## src/design/cta_pkg.sv

```systemverilog
// Shared constants and types of the counter array time base.
package cta_pkg;

    // Register addresses on the special function register port.
    localparam logic [7:0] CTA_ADDR_CTRL = 8'hD8;
    localparam logic [7:0] CTA_ADDR_MODE = 8'hD9;
    localparam logic [7:0] CTA_ADDR_MOD0 = 8'hDA;
    localparam logic [7:0] CTA_ADDR_MOD5 = 8'hDF;
    localparam logic [7:0] CTA_ADDR_CNT_HI = 8'hF9;
    localparam logic [7:0] CTA_ADDR_CNT_LO = 8'hE9;
    localparam logic [7:0] CTA_ADDR_RLD_HI = 8'hCF;
    localparam logic [7:0] CTA_ADDR_RLD_LO = 8'hCE;

    // Values after reset.
    localparam logic [7:0] CTA_CTRL_RST = 8'h00;
    localparam logic [7:0] CTA_MODE_RST = 8'h00;
    localparam logic [7:0] CTA_MOD_RST = 8'h00;
    localparam logic [7:0] CTA_BYTE_RST = 8'h00;

    // Field positions in the control register.
    localparam int CTA_CTRL_FLAG_POS = 7;
    localparam int CTA_CTRL_RUN_POS = 6;

    // Counter geometry and module count.
    localparam int CTA_NMOD = 6;
    localparam logic [15:0] CTA_CNT_TOP = 16'hFFFF;
    localparam logic [5:0] CTA_CAPTURE_CAPABLE = 6'h3F;

    // Prescaler counts.
    localparam logic [3:0] CTA_DIV12_LAST = 4'hB;
    localparam logic [3:0] CTA_DIV2_LAST = 4'h1;

    // Counter source codes.
    typedef enum logic [2:0] {
        CTA_SRC_DIV12 = 3'h0,
        CTA_SRC_DIV2 = 3'h1,
        CTA_SRC_T0OVF = 3'h2,
        CTA_SRC_EXTPIN = 3'h3,
        CTA_SRC_MIXTICK = 3'h4,
        CTA_SRC_SYSTEM_CLOCK = 3'h5,
        CTA_SRC_S0OVF = 3'h6,
        CTA_SRC_MDIV = 3'h7
    } cta_src_t;

    // Mode register layout.
    typedef struct packed {
        logic idle_gate_enable;
        logic pair45_buffer_enable;
        logic pair23_buffer_enable;
        logic pair01_buffer_enable;
        cta_src_t source_select;
        logic overflow_irq_enable;
    } cta_mode_t;

    // Per-module mode register layout.
    typedef struct packed {
        logic dead_time_enable;
        logic compare_enable;
        logic capture_rise;
        logic capture_fall;
        logic match_sets_flag;
        logic toggle_on_match;
        logic pwm_enable;
        logic module_irq_enable;
    } cta_modmode_t;

    // Raw count sources, all sampled on the system clock.
    typedef struct packed {
        logic timer0_overflow;
        logic serial0_baud_overflow;
        logic external_count_pin;
        logic mixed_tick_clock;
        logic master_divider_out;
    } cta_srcs_t;

endpackage : cta_pkg

```

## src/design/cta_src_sel.sv

```systemverilog
// Counter input selection, prescaling and event synchronisation.
`timescale 1ns/100ps
module cta_src_sel
    import cta_pkg::*;
(
    // Clock and reset
    input wire logic clk,
    input wire logic rst_b,
    // Sources and selection
    input wire cta_srcs_t srcs,
    input wire cta_src_t sel,
    // One pulse per count event
    output logic tick
);

    logic [3:0] pre_r;
    logic div12_r;
    logic div2_r;
    logic [2:0] sync1_r;
    logic [2:0] sync2_r;
    logic [2:0] sync3_r;
    logic [2:0] t_ovf_r;
    logic tick_nxt;

    // Free-running prescaler so each divided source is a one-cycle pulse.
    always_ff @(posedge clk or negedge rst_b) begin
        if (!rst_b) begin
            pre_r <= 4'h0;
            div12_r <= 1'b0;
            div2_r <= 1'b0;
        end else begin
            pre_r <= (pre_r == CTA_DIV12_LAST) ? 4'h0 : pre_r + 4'h1;
            div12_r <= (pre_r == CTA_DIV12_LAST);
            div2_r <= (pre_r[0] == CTA_DIV2_LAST[0]);
        end
    end

    // Two-stage synchronisers for the level sources, plus a history stage.
    always_ff @(posedge clk or negedge rst_b) begin
        if (!rst_b) begin
            sync1_r <= 3'h0;
            sync2_r <= 3'h0;
            sync3_r <= 3'h0;
            t_ovf_r <= 3'h0;
        end else begin
            sync1_r <= {srcs.external_count_pin, srcs.mixed_tick_clock,
                        srcs.master_divider_out};
            sync2_r <= sync1_r;
            sync3_r <= sync2_r;
            t_ovf_r <= {srcs.timer0_overflow, srcs.serial0_baud_overflow, 1'b0};
        end
    end

    always_comb begin
        unique case (sel)
            CTA_SRC_DIV12: tick_nxt = div12_r;
            CTA_SRC_DIV2: tick_nxt = div2_r;
            CTA_SRC_T0OVF: tick_nxt = t_ovf_r[2];
            CTA_SRC_EXTPIN: tick_nxt = sync3_r[2] & ~sync2_r[2];
            CTA_SRC_MIXTICK: tick_nxt = sync2_r[1] & ~sync3_r[1];
            CTA_SRC_SYSTEM_CLOCK: tick_nxt = 1'b1;
            CTA_SRC_S0OVF: tick_nxt = t_ovf_r[1];
            CTA_SRC_MDIV: tick_nxt = sync2_r[0] & ~sync3_r[0];
        endcase
    end

    // One count event per selected source event, on the system clock.
    always_ff @(posedge clk or negedge rst_b) begin
        if (!rst_b) begin
            tick <= 1'b0;
        end else begin
            tick <= tick_nxt;
        end
    end

endmodule : cta_src_sel

```

## src/design/cta_time_base.sv

```systemverilog
// Counter array time base with control, mode and module flag logic.
`timescale 1ns/100ps
module cta_time_base
    import cta_pkg::*;
(
    // Clock and reset
    input wire logic CLK,
    input wire logic RST_B,
    // Special function register port
    input wire logic [7:0] SFR_ADDR,
    input wire logic SFR_WR,
    input wire logic SFR_RD,
    input wire logic [7:0] SFR_WDATA,
    output logic [7:0] SFR_RDATA,
    // Count sources and processor state
    input wire cta_srcs_t COUNT_SOURCES,
    input wire logic IDLE,
    // Module side
    input wire logic [CTA_NMOD-1:0][15:0] MODULE_COMPARE,
    input wire logic [CTA_NMOD-1:0] MODULE_PIN_IN,
    output logic [CTA_NMOD-1:0] MODULE_PIN_OWNED,
    output logic [CTA_NMOD-1:0] MODULE_PIN_OUT,
    output logic [15:0] TIME_BASE,
    output logic [2:0] PAIR_BUFFER_ACTIVE,
    // Clock output and interrupt
    output logic OVERFLOW_CLOCK_OUT,
    output logic OVERFLOW_CLOCK_OE,
    output logic IRQ
);

    cta_mode_t mode_r;
    logic overflow_flag_r;
    logic counter_run_r;
    logic [CTA_NMOD-1:0] module_event_flag_r;
    cta_modmode_t [CTA_NMOD-1:0] modmode_r;
    logic [7:0] count_high_byte_r;
    logic [7:0] count_low_byte_r;
    logic [7:0] reload_high_byte_r;
    logic [7:0] reload_low_byte_r;
    logic overflow_toggle_bit_r;
    logic overflow_clock_out_enable_r;
    logic stepped_r;
    logic [CTA_NMOD-1:0] pin_prev_r;
    logic tick;
    logic count_enable;
    logic overflow;
    logic [15:0] count;
    logic [15:0] count_nxt;
    logic [CTA_NMOD-1:0] match_evt;
    logic [CTA_NMOD-1:0] capture_evt;
    logic [CTA_NMOD-1:0] flag_nxt;
    logic overflow_flag_nxt;
    logic [7:0] rdata_nxt;

    function automatic logic wr_hit(input logic [7:0] addr);
        wr_hit = SFR_WR && (SFR_ADDR == addr);
    endfunction : wr_hit

    // A module qualifies for buffering in capture (rising or falling edge) or PWM mode.
    function automatic logic buf_ok(input cta_modmode_t m);
        buf_ok = m.capture_rise | m.capture_fall | m.pwm_enable;
    endfunction : buf_ok

    cta_src_sel u_src_sel (
        .clk(CLK),
        .rst_b(RST_B),
        .srcs(COUNT_SOURCES),
        .sel(mode_r.source_select),
        .tick(tick)
    );

    assign count = {count_high_byte_r, count_low_byte_r};
    assign count_enable = tick && counter_run_r && !(mode_r.idle_gate_enable && IDLE);
    assign overflow = count_enable && (count == CTA_CNT_TOP);
    assign count_nxt = overflow ? {reload_high_byte_r, reload_low_byte_r} : count + 16'h0001;

    // Mode register.
    always_ff @(posedge CLK or negedge RST_B) begin
        if (!RST_B) begin
            mode_r <= cta_mode_t'(CTA_MODE_RST);
        end else if (wr_hit(CTA_ADDR_MODE)) begin
            mode_r <= cta_mode_t'(SFR_WDATA);
        end
    end

    // No register of this block writes the clock output enable, so the pin stays general I/O.
    always_ff @(posedge CLK or negedge RST_B) begin
        if (!RST_B) begin
            overflow_clock_out_enable_r <= 1'b0;
        end else begin
            overflow_clock_out_enable_r <= overflow_clock_out_enable_r;
        end
    end

    // Per-module mode registers.
    always_ff @(posedge CLK or negedge RST_B) begin
        if (!RST_B) begin
            modmode_r <= '0;
        end else begin
            for (int i = 0; i < CTA_NMOD; i++) begin
                if (wr_hit(CTA_ADDR_MOD0 + 8'(i))) begin
                    modmode_r[i] <= cta_modmode_t'(SFR_WDATA);
                end
            end
        end
    end

    // Counter bytes: a software write wins over a count in the same cycle.
    always_ff @(posedge CLK or negedge RST_B) begin
        if (!RST_B) begin
            count_high_byte_r <= CTA_BYTE_RST;
            count_low_byte_r <= CTA_BYTE_RST;
        end else begin
            if (wr_hit(CTA_ADDR_CNT_HI)) begin
                count_high_byte_r <= SFR_WDATA;
            end else if (count_enable) begin
                count_high_byte_r <= count_nxt[15:8];
            end
            if (wr_hit(CTA_ADDR_CNT_LO)) begin
                count_low_byte_r <= SFR_WDATA;
            end else if (count_enable) begin
                count_low_byte_r <= count_nxt[7:0];
            end
        end
    end

    // Reload bytes.
    always_ff @(posedge CLK or negedge RST_B) begin
        if (!RST_B) begin
            reload_high_byte_r <= CTA_BYTE_RST;
            reload_low_byte_r <= CTA_BYTE_RST;
        end else begin
            if (wr_hit(CTA_ADDR_RLD_HI)) begin
                reload_high_byte_r <= SFR_WDATA;
            end
            if (wr_hit(CTA_ADDR_RLD_LO)) begin
                reload_low_byte_r <= SFR_WDATA;
            end
        end
    end

    // Matches are taken once per counter step, not for every cycle held equal.
    always_comb begin
        for (int i = 0; i < CTA_NMOD; i++) begin
            match_evt[i] = stepped_r && modmode_r[i].compare_enable
                && (count == MODULE_COMPARE[i]);
            capture_evt[i] = CTA_CAPTURE_CAPABLE[i]
                && ((modmode_r[i].capture_rise && MODULE_PIN_IN[i] && !pin_prev_r[i])
                || (modmode_r[i].capture_fall && !MODULE_PIN_IN[i] && pin_prev_r[i]));
        end
    end

    // Flags: a hardware set wins over a software clear in the same cycle.
    always_comb begin
        overflow_flag_nxt = overflow_flag_r;
        flag_nxt = module_event_flag_r;
        if (wr_hit(CTA_ADDR_CTRL)) begin
            overflow_flag_nxt = SFR_WDATA[CTA_CTRL_FLAG_POS];
            flag_nxt = SFR_WDATA[CTA_NMOD-1:0];
        end
        overflow_flag_nxt = overflow_flag_nxt | overflow;
        for (int i = 0; i < CTA_NMOD; i++) begin
            flag_nxt[i] = flag_nxt[i]
                | (match_evt[i] && modmode_r[i].match_sets_flag)
                | capture_evt[i];
        end
    end

    // Control register.
    always_ff @(posedge CLK or negedge RST_B) begin
        if (!RST_B) begin
            overflow_flag_r <= CTA_CTRL_RST[CTA_CTRL_FLAG_POS];
            counter_run_r <= CTA_CTRL_RST[CTA_CTRL_RUN_POS];
            module_event_flag_r <= CTA_CTRL_RST[CTA_NMOD-1:0];
        end else begin
            overflow_flag_r <= overflow_flag_nxt;
            module_event_flag_r <= flag_nxt;
            if (wr_hit(CTA_ADDR_CTRL)) begin
                counter_run_r <= SFR_WDATA[CTA_CTRL_RUN_POS];
            end
        end
    end

    // Step marker and pin history for edge capture.
    always_ff @(posedge CLK or negedge RST_B) begin
        if (!RST_B) begin
            stepped_r <= 1'b0;
            pin_prev_r <= '0;
        end else begin
            stepped_r <= count_enable;
            pin_prev_r <= MODULE_PIN_IN;
        end
    end

    // Overflow clock output.
    always_ff @(posedge CLK or negedge RST_B) begin
        if (!RST_B) begin
            overflow_toggle_bit_r <= 1'b0;
            OVERFLOW_CLOCK_OUT <= 1'b0;
            OVERFLOW_CLOCK_OE <= 1'b0;
        end else begin
            if (overflow) begin
                overflow_toggle_bit_r <= ~overflow_toggle_bit_r;
            end
            OVERFLOW_CLOCK_OUT <= overflow_toggle_bit_r;
            OVERFLOW_CLOCK_OE <= overflow_clock_out_enable_r;
        end
    end

    // Module pins: toggled on match, claimed only while a mode drives them.
    always_ff @(posedge CLK or negedge RST_B) begin
        if (!RST_B) begin
            MODULE_PIN_OUT <= '0;
            MODULE_PIN_OWNED <= '0;
        end else begin
            for (int i = 0; i < CTA_NMOD; i++) begin
                if (match_evt[i] && modmode_r[i].toggle_on_match) begin
                    MODULE_PIN_OUT[i] <= ~MODULE_PIN_OUT[i];
                end
                MODULE_PIN_OWNED[i] <= modmode_r[i].toggle_on_match
                    | modmode_r[i].pwm_enable;
            end
        end
    end

    // Buffer mode of each pair, time base copy and interrupt.
    always_ff @(posedge CLK or negedge RST_B) begin
        if (!RST_B) begin
            PAIR_BUFFER_ACTIVE <= 3'h0;
            TIME_BASE <= 16'h0000;
            IRQ <= 1'b0;
        end else begin
            PAIR_BUFFER_ACTIVE[0] <= mode_r.pair01_buffer_enable
                && buf_ok(modmode_r[0]) && buf_ok(modmode_r[1]);
            PAIR_BUFFER_ACTIVE[1] <= mode_r.pair23_buffer_enable
                && buf_ok(modmode_r[2]) && buf_ok(modmode_r[3]);
            PAIR_BUFFER_ACTIVE[2] <= mode_r.pair45_buffer_enable
                && buf_ok(modmode_r[4]) && buf_ok(modmode_r[5]);
            TIME_BASE <= count_nxt_or_hold();
            IRQ <= (overflow_flag_nxt && mode_r.overflow_irq_enable)
                || |(flag_nxt & module_irq_mask());
        end
    end

    function automatic logic [15:0] count_nxt_or_hold();
        count_nxt_or_hold = count_enable ? count_nxt : count;
    endfunction : count_nxt_or_hold

    function automatic logic [CTA_NMOD-1:0] module_irq_mask();
        for (int i = 0; i < CTA_NMOD; i++) begin
            module_irq_mask[i] = modmode_r[i].module_irq_enable;
        end
    endfunction : module_irq_mask

    // Read data, registered; unmapped addresses read zero.
    always_comb begin
        rdata_nxt = 8'h00;
        if (SFR_ADDR == CTA_ADDR_CTRL) begin
            rdata_nxt = {overflow_flag_r, counter_run_r, module_event_flag_r};
        end else if (SFR_ADDR == CTA_ADDR_MODE) begin
            rdata_nxt = mode_r;
        end else if (SFR_ADDR >= CTA_ADDR_MOD0 && SFR_ADDR <= CTA_ADDR_MOD5) begin
            rdata_nxt = modmode_r[3'(SFR_ADDR - CTA_ADDR_MOD0)];
        end else if (SFR_ADDR == CTA_ADDR_CNT_HI) begin
            rdata_nxt = count_high_byte_r;
        end else if (SFR_ADDR == CTA_ADDR_CNT_LO) begin
            rdata_nxt = count_low_byte_r;
        end else if (SFR_ADDR == CTA_ADDR_RLD_HI) begin
            rdata_nxt = reload_high_byte_r;
        end else if (SFR_ADDR == CTA_ADDR_RLD_LO) begin
            rdata_nxt = reload_low_byte_r;
        end
    end

    always_ff @(posedge CLK or negedge RST_B) begin
        if (!RST_B) begin
            SFR_RDATA <= 8'h00;
        end else if (SFR_RD) begin
            SFR_RDATA <= rdata_nxt;
        end
    end

endmodule : cta_time_base

```

## config.mk

```make
export PLATFORM = sky130hd
export DESIGN_NAME = cta_time_base
export DESIGN_NICKNAME = d
export VERILOG_FILES = /design/src/design/cta_pkg.sv /design/src/design/cta_src_sel.sv /design/src/design/cta_time_base.sv
export SDC_FILE = /design/constraint.sdc
export NUM_CORES = 1
export LEC_CHECK = 0
export ABC_CLOCK_PERIOD_IN_PS = 2050
export BUFFER_PORTS_ARGS = -buffer_cell sky130_fd_sc_hd__buf_2
export CAP_MARGIN = 40
export CORE_MARGIN = 2
export CORE_UTILIZATION = 50
export DETAILED_ROUTE_END_ITERATION = 16
export GPL_TIMING_DRIVEN = 0
export PLACE_DENSITY = 0.8
export SYNTH_ARGS = -nofsm -noshare
export SYNTH_HDL_FRONTEND = slang
export SYNTH_HIERARCHICAL = 1
export SYNTH_SLANG_ARGS = --single-unit
```

## constraint.sdc

```tcl
create_clock -name CLK -period 2.05 [get_ports CLK]
set_input_delay 0.205 -clock CLK [delete_from_list [all_inputs] [get_ports CLK]]
set_output_delay 0.205 -clock CLK [all_outputs]
set_load 0.02 [all_outputs]
```

==> flow_metrics.env, run 1 <==
export IMPL_coreArea_sq_um=17200
export IMPL_synth_edff_count=0
export IMPL_ys_seq_area_share_pct=46.7
export IMPL_setup_viol=6
export IMPL_rows=48
export IMPL_fill_cells=1305
export IMPL_ff2ff_path_depth=6
export IMPL_hold_violations=0
export IMPL_track_usage_pct=30.3
export IMPL_p_leak_nw=5.39
export IMPL_cts_sinks=163
export IMPL_final_cells=1262
export IMPL_drt_wl_total_mm=28.5
export IMPL_cts_root_buf="clkbuf_16"
export IMPL_max_cap_viol_count=0
export IMPL_cts_path_max_buffers=2
export IMPL_critPathLaunch="mode_r[7]"
export IMPL_crit_end="count_high_byte_r[3]"
export IMPL_fin_ws_ps=-132
export IMPL_violations="setup timing"
export IMPL_start_util_pct=50.8
export IMPL_syn_area_per_cell_sq_um=11.1
export IMPL_cts_buffers=17
export IMPL_finalCriticalPeriod_ps=2180
export IMPL_min_period_over_period_pct=106
export IMPL_port_buffers=165
export IMPL_clk_latency_ps=440
export IMPL_grt_overflow=0
export IMPL_cts_htree_levels=4
export IMPL_dp_hpwl_mm=19.7
export IMPL_firstDrtPassIters=7
export IMPL_worstMarginPinSlew_ps=802
export IMPL_finalClockSkew_ps=11.2
export IMPL_utilization_pct=66.1
export IMPL_critPathSlowestCell="or4_4"
export IMPL_ys_async_sr_fraction_pct=100
export IMPL_die_x_um=136
export IMPL_place_gp_congestion=0.976
export IMPL_cp_cell_sequence="nand2_1 > nand3_1 > or4_4 > o32ai_4 > a31oi_2 > mux2_4"
export IMPL_wire_per_inst_um=22.6
export IMPL_antenna_found_initial=3
export IMPL_grt_first_pass_wirelength_mm=41.2
export IMPL_first_iter_violations=975
export IMPL_cp_arrival_ps=2500
export IMPL_critPathLaunchType="register"
export IMPL_slew_viol_final=0
export IMPL_vias=7737
export IMPL_drive_above_1_share_pct=40.8
export IMPL_path_max_fanout=4
export IMPL_die_area_sq_um=18500
export IMPL_drc=0
export IMPL_multiInputGateArea_sq_um=4650
export IMPL_p_total_mw=8.12
export IMPL_cp_data_required_time_ps=2370
export IMPL_hold_path_class="in -> reg"
export IMPL_area_delta_synth_final_pct=30.1
export IMPL_endpoint_kind="register"
export IMPL_dieHeight_um=136
export IMPL_post_dp_cell_area_sq_um=9900
export IMPL_synth_cell_area_sq_um=8730
export IMPL_grt_pass1_vias=7330
export IMPL_synth_cell_types=69
export IMPL_final_cell_area_sq_um=11400
export IMPL_rsz0062_at_grt="true"
export IMPL_ant_nets=0
export IMPL_reg2reg_to="count_high_byte_r[3]"
export IMPL_synth_net_count=918
export IMPL_status="finished with violations"
export IMPL_synth_ff_type="dfrtp_1"
export IMPL_nNetsFinal=1152
export IMPL_post_place_cells=1181
export IMPL_cts_tree="done"
export IMPL_regArea_sq_um=4080
export IMPL_fmax_mhz=458
export IMPL_max_stage_delay_ps=660
export IMPL_ioPinCount=170
export IMPL_power_density_nw_per_um2=714
export IMPL_yosys_warnings=6
export IMPL_syn_instance_count=787
export IMPL_max_slew_margin_rel_pct=45.8
export IMPL_via_per_inst=6.13
export IMPL_rrSetupSlack_ps=-130
export IMPL_grt_max_degree=119
export IMPL_synth_seq_cells=163
export IMPL_clkSlewWorstSetupHoldPaths_ps=70
export IMPL_r2r_start="mode_r[7]"
export IMPL_ir_drop_mv=0.636
export IMPL_critPathKind="reg -> reg"
[report_power, final]
group	total [mW]	switching (mW)	internal (mW)
combinational	1.27	0.730	0.541
clock	3.33	1.47	1.86
sequential	3.52	0.134	3.39
[critical path, delay by kind of cell (launching register included)]
family          cells  cell delay, ps
flops               1             390
compound gates      2             370
simple gates        3            1030
mux                 1             270
[what timing repair did]
action,in CTS,in global routing
gates cloned,1,0
hold endpoints to repair,56,0
endpoints found under the setup margin,45,63
pin swaps,2,33
hold buffers,12,0
buffers inserted,15,22
resized for setup,51,63
[synth_stat cells (all sizes together), types with 2 or more instances]
library cell	count	area, sq um
and4	3	26.3
o31ai	11	82.6
o22a	5	43.8
o221ai	8	70.1
a21oi	18	90.1
xor2	52	455
or4	2	18.8
o211ai	3	22.5
or2	6	37.5
and3	5	31.3
ha	3	37.5
nand4	26	169
inv	26	97.6
xnor2	55	482
a311oi	2	17.5
clkbuf	21	78.8
a31oi	14	93.8
mux4	9	203
mux2	88	995
dfrtp	163	4080
nor2	32	123
buf	23	139
o21ai	12	60.1
mux2i	26	260
nor4	20	125
nand3b	2	15.0
o22ai	9	56.3
nor3	17	106
nor3b	6	66.3
nand3	22	115
nand2	61	229
a22oi	4	30.0
nor2b	7	43.8
a21o	4	30.0
[cells by family (layout without fill, tap and decap cells)]
family                     count (synthesis)  in the layout  share of synthesized area [%]
DFF                                      163            163                           46.7
AOI/OAI and AO/OA                        101            101                           8.16
other                                      1              4                         0.0430
xor gates and xnor gates                 107            107                           10.7
buffers and inverters                     71            318                           3.65
muxes                                    123            123                           16.7
and+or+nand+nor                          218            218                           13.6
adders and majority gates                  3              3                          0.430
[routing by layer]
layer,vias to the layer above,share of wire [%],track usage (%)
met5,-,0,0
met4,0,4.8,15.1
met3,106,11,8.61
met2,499,46,47.2
met1,3811,39,38.9
li1,3321,-,-
[worst min-delay path by stage]
stage	start	to	slack, ps	depth (start not counted)
6_report	SFR_WDATA[7]	reload_low_byte_r[7]	50	2
5_1_grt	SFR_WDATA[7]	reload_low_byte_r[7]	40	2
4_1_cts	SFR_WDATA[7]	reload_low_byte_r[7]	40	2
3_5_place_dp	RST_B	TIME_BASE[11]	130	1
3_3_place_gp	COUNT_SOURCES[2]	u_src_sel/sync1_r[2]	310	1
2_1_floorplan	RST_B	IRQ	-90	0
[cell usage in the layout (no fill, tap or decap), types with 5 or more instances in the layout]
cell           instances
buf_4                 35
dfrtp_1              163
nand2_1               58
xnor2_1               55
o22a_1                 5
nor3_1                 7
nor3_2                 5
mux4_2                 9
a31oi_1               11
mux2i_1               26
nor2b_1                7
o22ai_1                7
clkbuf_1              11
nor4_1                10
nand3_1               19
a21oi_1               16
buf_6                  7
nor3_4                 5
dlygate4sd3_1         12
nor4_2                 7
inv_1                 26
o31ai_1               10
xor2_1                49
buf_12                 5
nand4_1               25
o221ai_1               8
o21ai_0               12
clkbuf_16             17
or2_2                  6
buf_2                176
mux2_2                87
inv_8                  5
nor2_1                29
[state kept, by name (all words and copies together), names as in the netlist, 4 cells and up]
name                 flops
modmode_r               48
TIME_BASE               16
SFR_RDATA                8
count_high_byte_r        8
count_low_byte_r         8
mode_r                   8
reload_high_byte_r       8
reload_low_byte_r        8
MODULE_PIN_OUT           6
MODULE_PIN_OWNED         6
module_event_flag_r      6
pin_prev_r               6
u_src_sel/pre_r          4
[stage by stage]
step                      hold WS [ps]  setup TNS [ps]  setup WS, ps
after floorplan                  -90.6            -162         -95.2
after global placement             314         -303990         -1680
after detailed placement           126          -31940          -639
after CTS                         42.6            -733          -172
after global routing              42.6           -1140          -165
final                             47.9            -346          -132
[layout make-up]
type | count | area share, %
Antenna cell | 3 | 0.0661
Buffer | 40 | 2.46
Clock buffer | 17 | 3.74
Clock inverter | 15 | 1.64
Inverter | 27 | 0.892
Multi-Input combinational cell | 553 | 40.9
Sequential cell | 163 | 35.9
Tap cell | 225 | 2.48
Timing Repair Buffer | 219 | 11.9
Note: power is estimated with default switching activity, not from simulation.
==> run 2: changes to the inputs <==
ABC_AREA = 1   (was unset)
==> flow_metrics.env, run 2 <==
export IMPL_status="finished, final reports clean"
export IMPL_min_period_over_period_pct=98.6
export IMPL_cpMostUsedCell="nand2_1"
export IMPL_synth_area_leaders="dfrtp_1, nand2_1, o21ai_0"
export IMPL_cp_arrival_ps=2340
export IMPL_critPathKind="reg -> reg"
export IMPL_antenna_found_initial=1
export IMPL_nNetsFinal=1565
export IMPL_synth_cell_area_sq_um=9080
export IMPL_finalCriticalPeriod_ps=2020
export IMPL_path_max_fanout=10
export IMPL_rows=49
export IMPL_cp_num_buf_inv=3
export IMPL_yosysTopAreaCell="dfrtp_1"
export IMPL_drc=0
export IMPL_fin_ws_ps=27.9
export IMPL_syn_instance_count=1222
export IMPL_dp_hpwl_mm=23.4
export IMPL_yosys_warnings=6
export IMPL_start_util_pct=50.7
export IMPL_grt_max_degree=84
export IMPL_synth_common_cells="nand2_1, dfrtp_1, inv_1, nor2_1, o21ai_0"
export IMPL_track_usage_pct=32.6
export IMPL_dp_slack_ps=-314
export IMPL_firstDrtPassIters=5
export IMPL_hold_path_class="in -> reg"
export IMPL_synth_ff_type="dfrtp_1"
export IMPL_cts_htree_levels=4
export IMPL_endpoint_kind="register"
export IMPL_cts_path_max_buffers=2
export IMPL_hold_violations=0
export IMPL_p_leak_nw=5.71
export IMPL_cp_cell_sequence="ha_1 > nand2_1 > inv_2 > nand2_2 > clkinv_2 > nand3_2 > nor2_4 > nand2_4 > buf_8 > o211ai_1 > nand2_1 > nand2_1 > nor2_1 > nand2_1"
export IMPL_power_density_nw_per_um2=751
export IMPL_cts_buffers=17
export IMPL_regArea_sq_um=4080
export IMPL_first_iter_violations=1023
export IMPL_ys_seq_area_share_pct=44.9
export IMPL_grt_pass1_vias=8810
export IMPL_whs_ps=39.0
export IMPL_finalClockSkew_ps=16.3
export IMPL_utilization_pct=62.3
export IMPL_place_gp_congestion=0.999
export IMPL_ir_drop_mv=0.511
export IMPL_final_cell_area_sq_um=11200
export IMPL_grt_overflow=0
export IMPL_via_per_inst=5.56
export IMPL_p_total_mw=8.38
export IMPL_cp_data_required_time_ps=2370
export IMPL_fmax_mhz=495
export IMPL_clkSlewWorstSetupHoldPaths_ps=70
export IMPL_largest_reg_flops=48
export IMPL_worstMarginPinSlew_ps=695
export IMPL_setup_tns_ps=0
export IMPL_cts_sinks=163
export IMPL_die_x_um=139
export IMPL_cts_root_buf="clkbuf_16"
export IMPL_rrSetupSlack_ps=30
export IMPL_layout_common_cells="nand2_1, buf_2, dfrtp_1, inv_1, nor2_1"
export IMPL_post_dp_cell_area_sq_um=10200
export IMPL_ys_async_sr_fraction_pct=100
export IMPL_max_stage_delay_ps=430
export IMPL_multiInputGateArea_sq_um=4380
export IMPL_max_cap_viol_count=0
export IMPL_synth_net_count=1353
export IMPL_synth_top_area_share_pct=44.9
export IMPL_cts_tree="done"
export IMPL_vias=9325
export IMPL_synth_cell_types=47
export IMPL_rsz0062_at_grt="true"
export IMPL_port_buffers=167
export IMPL_wire_per_inst_um=18.9
export IMPL_drt_wl_total_mm=31.7
export IMPL_yosysMostFrequentCell="nand2_1"
export IMPL_setup_viol=0
export IMPL_dieHeight_um=139
export IMPL_slew_viol_final=0
export IMPL_coreArea_sq_um=17900
export IMPL_ant_nets=0
export IMPL_drive_above_1_share_pct=21.9
export IMPL_area_delta_synth_final_pct=22.8
export IMPL_max_slew_margin_rel_pct=53.1
export IMPL_syn_area_per_cell_sq_um=7.43
export IMPL_cp_top_family="simple AND/OR/NAND/NOR gates"
export IMPL_die_area_sq_um=19300
export IMPL_top_regs="modmode_r (48), TIME_BASE (16)"
export IMPL_synth_seq_cells=163
export IMPL_critPathLaunchType="register"
export IMPL_post_place_cells=1619
export IMPL_fill_cells=1616
export IMPL_ioPinCount=170
export IMPL_synth_edff_count=0
export IMPL_critPathSlowestCell="dfrtp_2"
export IMPL_regMostFlops="modmode_r"
export IMPL_final_cells=1678
export IMPL_final_common_cell="nand2_1"
export IMPL_clk_latency_ps=440
export IMPL_grt_first_pass_wirelength_mm=48.5
[run 2: cell count changes in the layout (fill, tap and decap cells not counted), moves of 25 or more]
cell / previous run / this run
inv_1: 26 / 109
mux2_2: 87 / 0
mux2i_1: 26 / 0
nand2_1: 58 / 412
nand3_1: 19 / 61
nor2_1: 29 / 104
o21ai_0: 12 / 98
xnor2_1: 55 / 30
xor2_1: 49 / 17
[run 2: logic make-up after synthesis]
kind of cell / after synthesis / synth area share, %
xor gates and xnor gates: 47 / 4.53
AOI/OAI and AO/OA: 182 / 11.6
adders and majority gates: 3 / 0.413
buffers and inverters: 167 / 7.44
other: 1 / 0.0413
DFF: 163 / 44.9
and+or+nand+nor: 659 / 31.1
[run 2: per-layer routing]
layer | share of wire [%] | wire length, um | GRT usage (%) | vias to the layer above
met5 | 0 | 0 | 0 | -
met4 | 4.6 | 1460 | 15.4 | 0
met3 | 10 | 3190 | 7.56 | 101
met2 | 45 | 14100 | 50.6 | 542
met1 | 41 | 12900 | 43.6 | 4350
li1 | - | - | - | 4332
[run 2: where the power goes]
part           leakage [nW]  total [mW]  internal (mW)  switching (mW)
registers              2.09        3.58           3.42           0.161
logic                  3.33        1.61          0.566            1.04
clock network         0.280        3.19           1.86            1.33
total                  5.71        8.38           5.85            2.53
[run 2: worst reg2reg max path: stages, from the launching register on]
cell,delay [ps]
dfrtp_2,430
ha_1,210
nand2_1,80
inv_2,50
nand2_2,120
clkinv_2,90
nand3_2,80
nor2_4,50
nand2_4,90
buf_8,160
o211ai_1,120
nand2_1,120
nand2_1,70
nor2_1,130
nand2_1,90
[run 2: what timing repair did]
item | CTS | global route
buffers inserted | 3 | 10
cloned | 0 | 0
hold buffers | 12 | 0
gates resized for setup | 11 | 26
setup endpoints to repair | 13 | 18
pin swaps | 0 | 5
endpoints found under the hold margin | 93 | 0
[run 2: final timing paths]
kind                                           start              endpoint  depth (start not counted)
max in group asynchronous                      RST_B   count_low_byte_r[5]                          3
worst min-delay path                    SFR_WDATA[5]  count_high_byte_r[5]                          3
worst max register to register   count_low_byte_r[0]                   IRQ                         14
worst max-delay path             count_low_byte_r[0]                   IRQ                         14
min in group asynchronous                      RST_B     MODULE_PIN_OUT[4]                          2
worst min register to register  u_src_sel/sync1_r[1]  u_src_sel/sync2_r[1]                          0
[run 2: cell type report]
type | instances | share of cell area [%]
Timing Repair Buffer | 193 | 9.78
Clock inverter | 11 | 1.14
Sequential cell | 163 | 36.6
Multi-Input combinational cell | 892 | 39.3
Antenna cell | 2 | 0.0449
Tap cell | 229 | 2.57
Buffer | 35 | 1.89
Clock buffer | 21 | 4.13
Inverter | 132 | 4.53
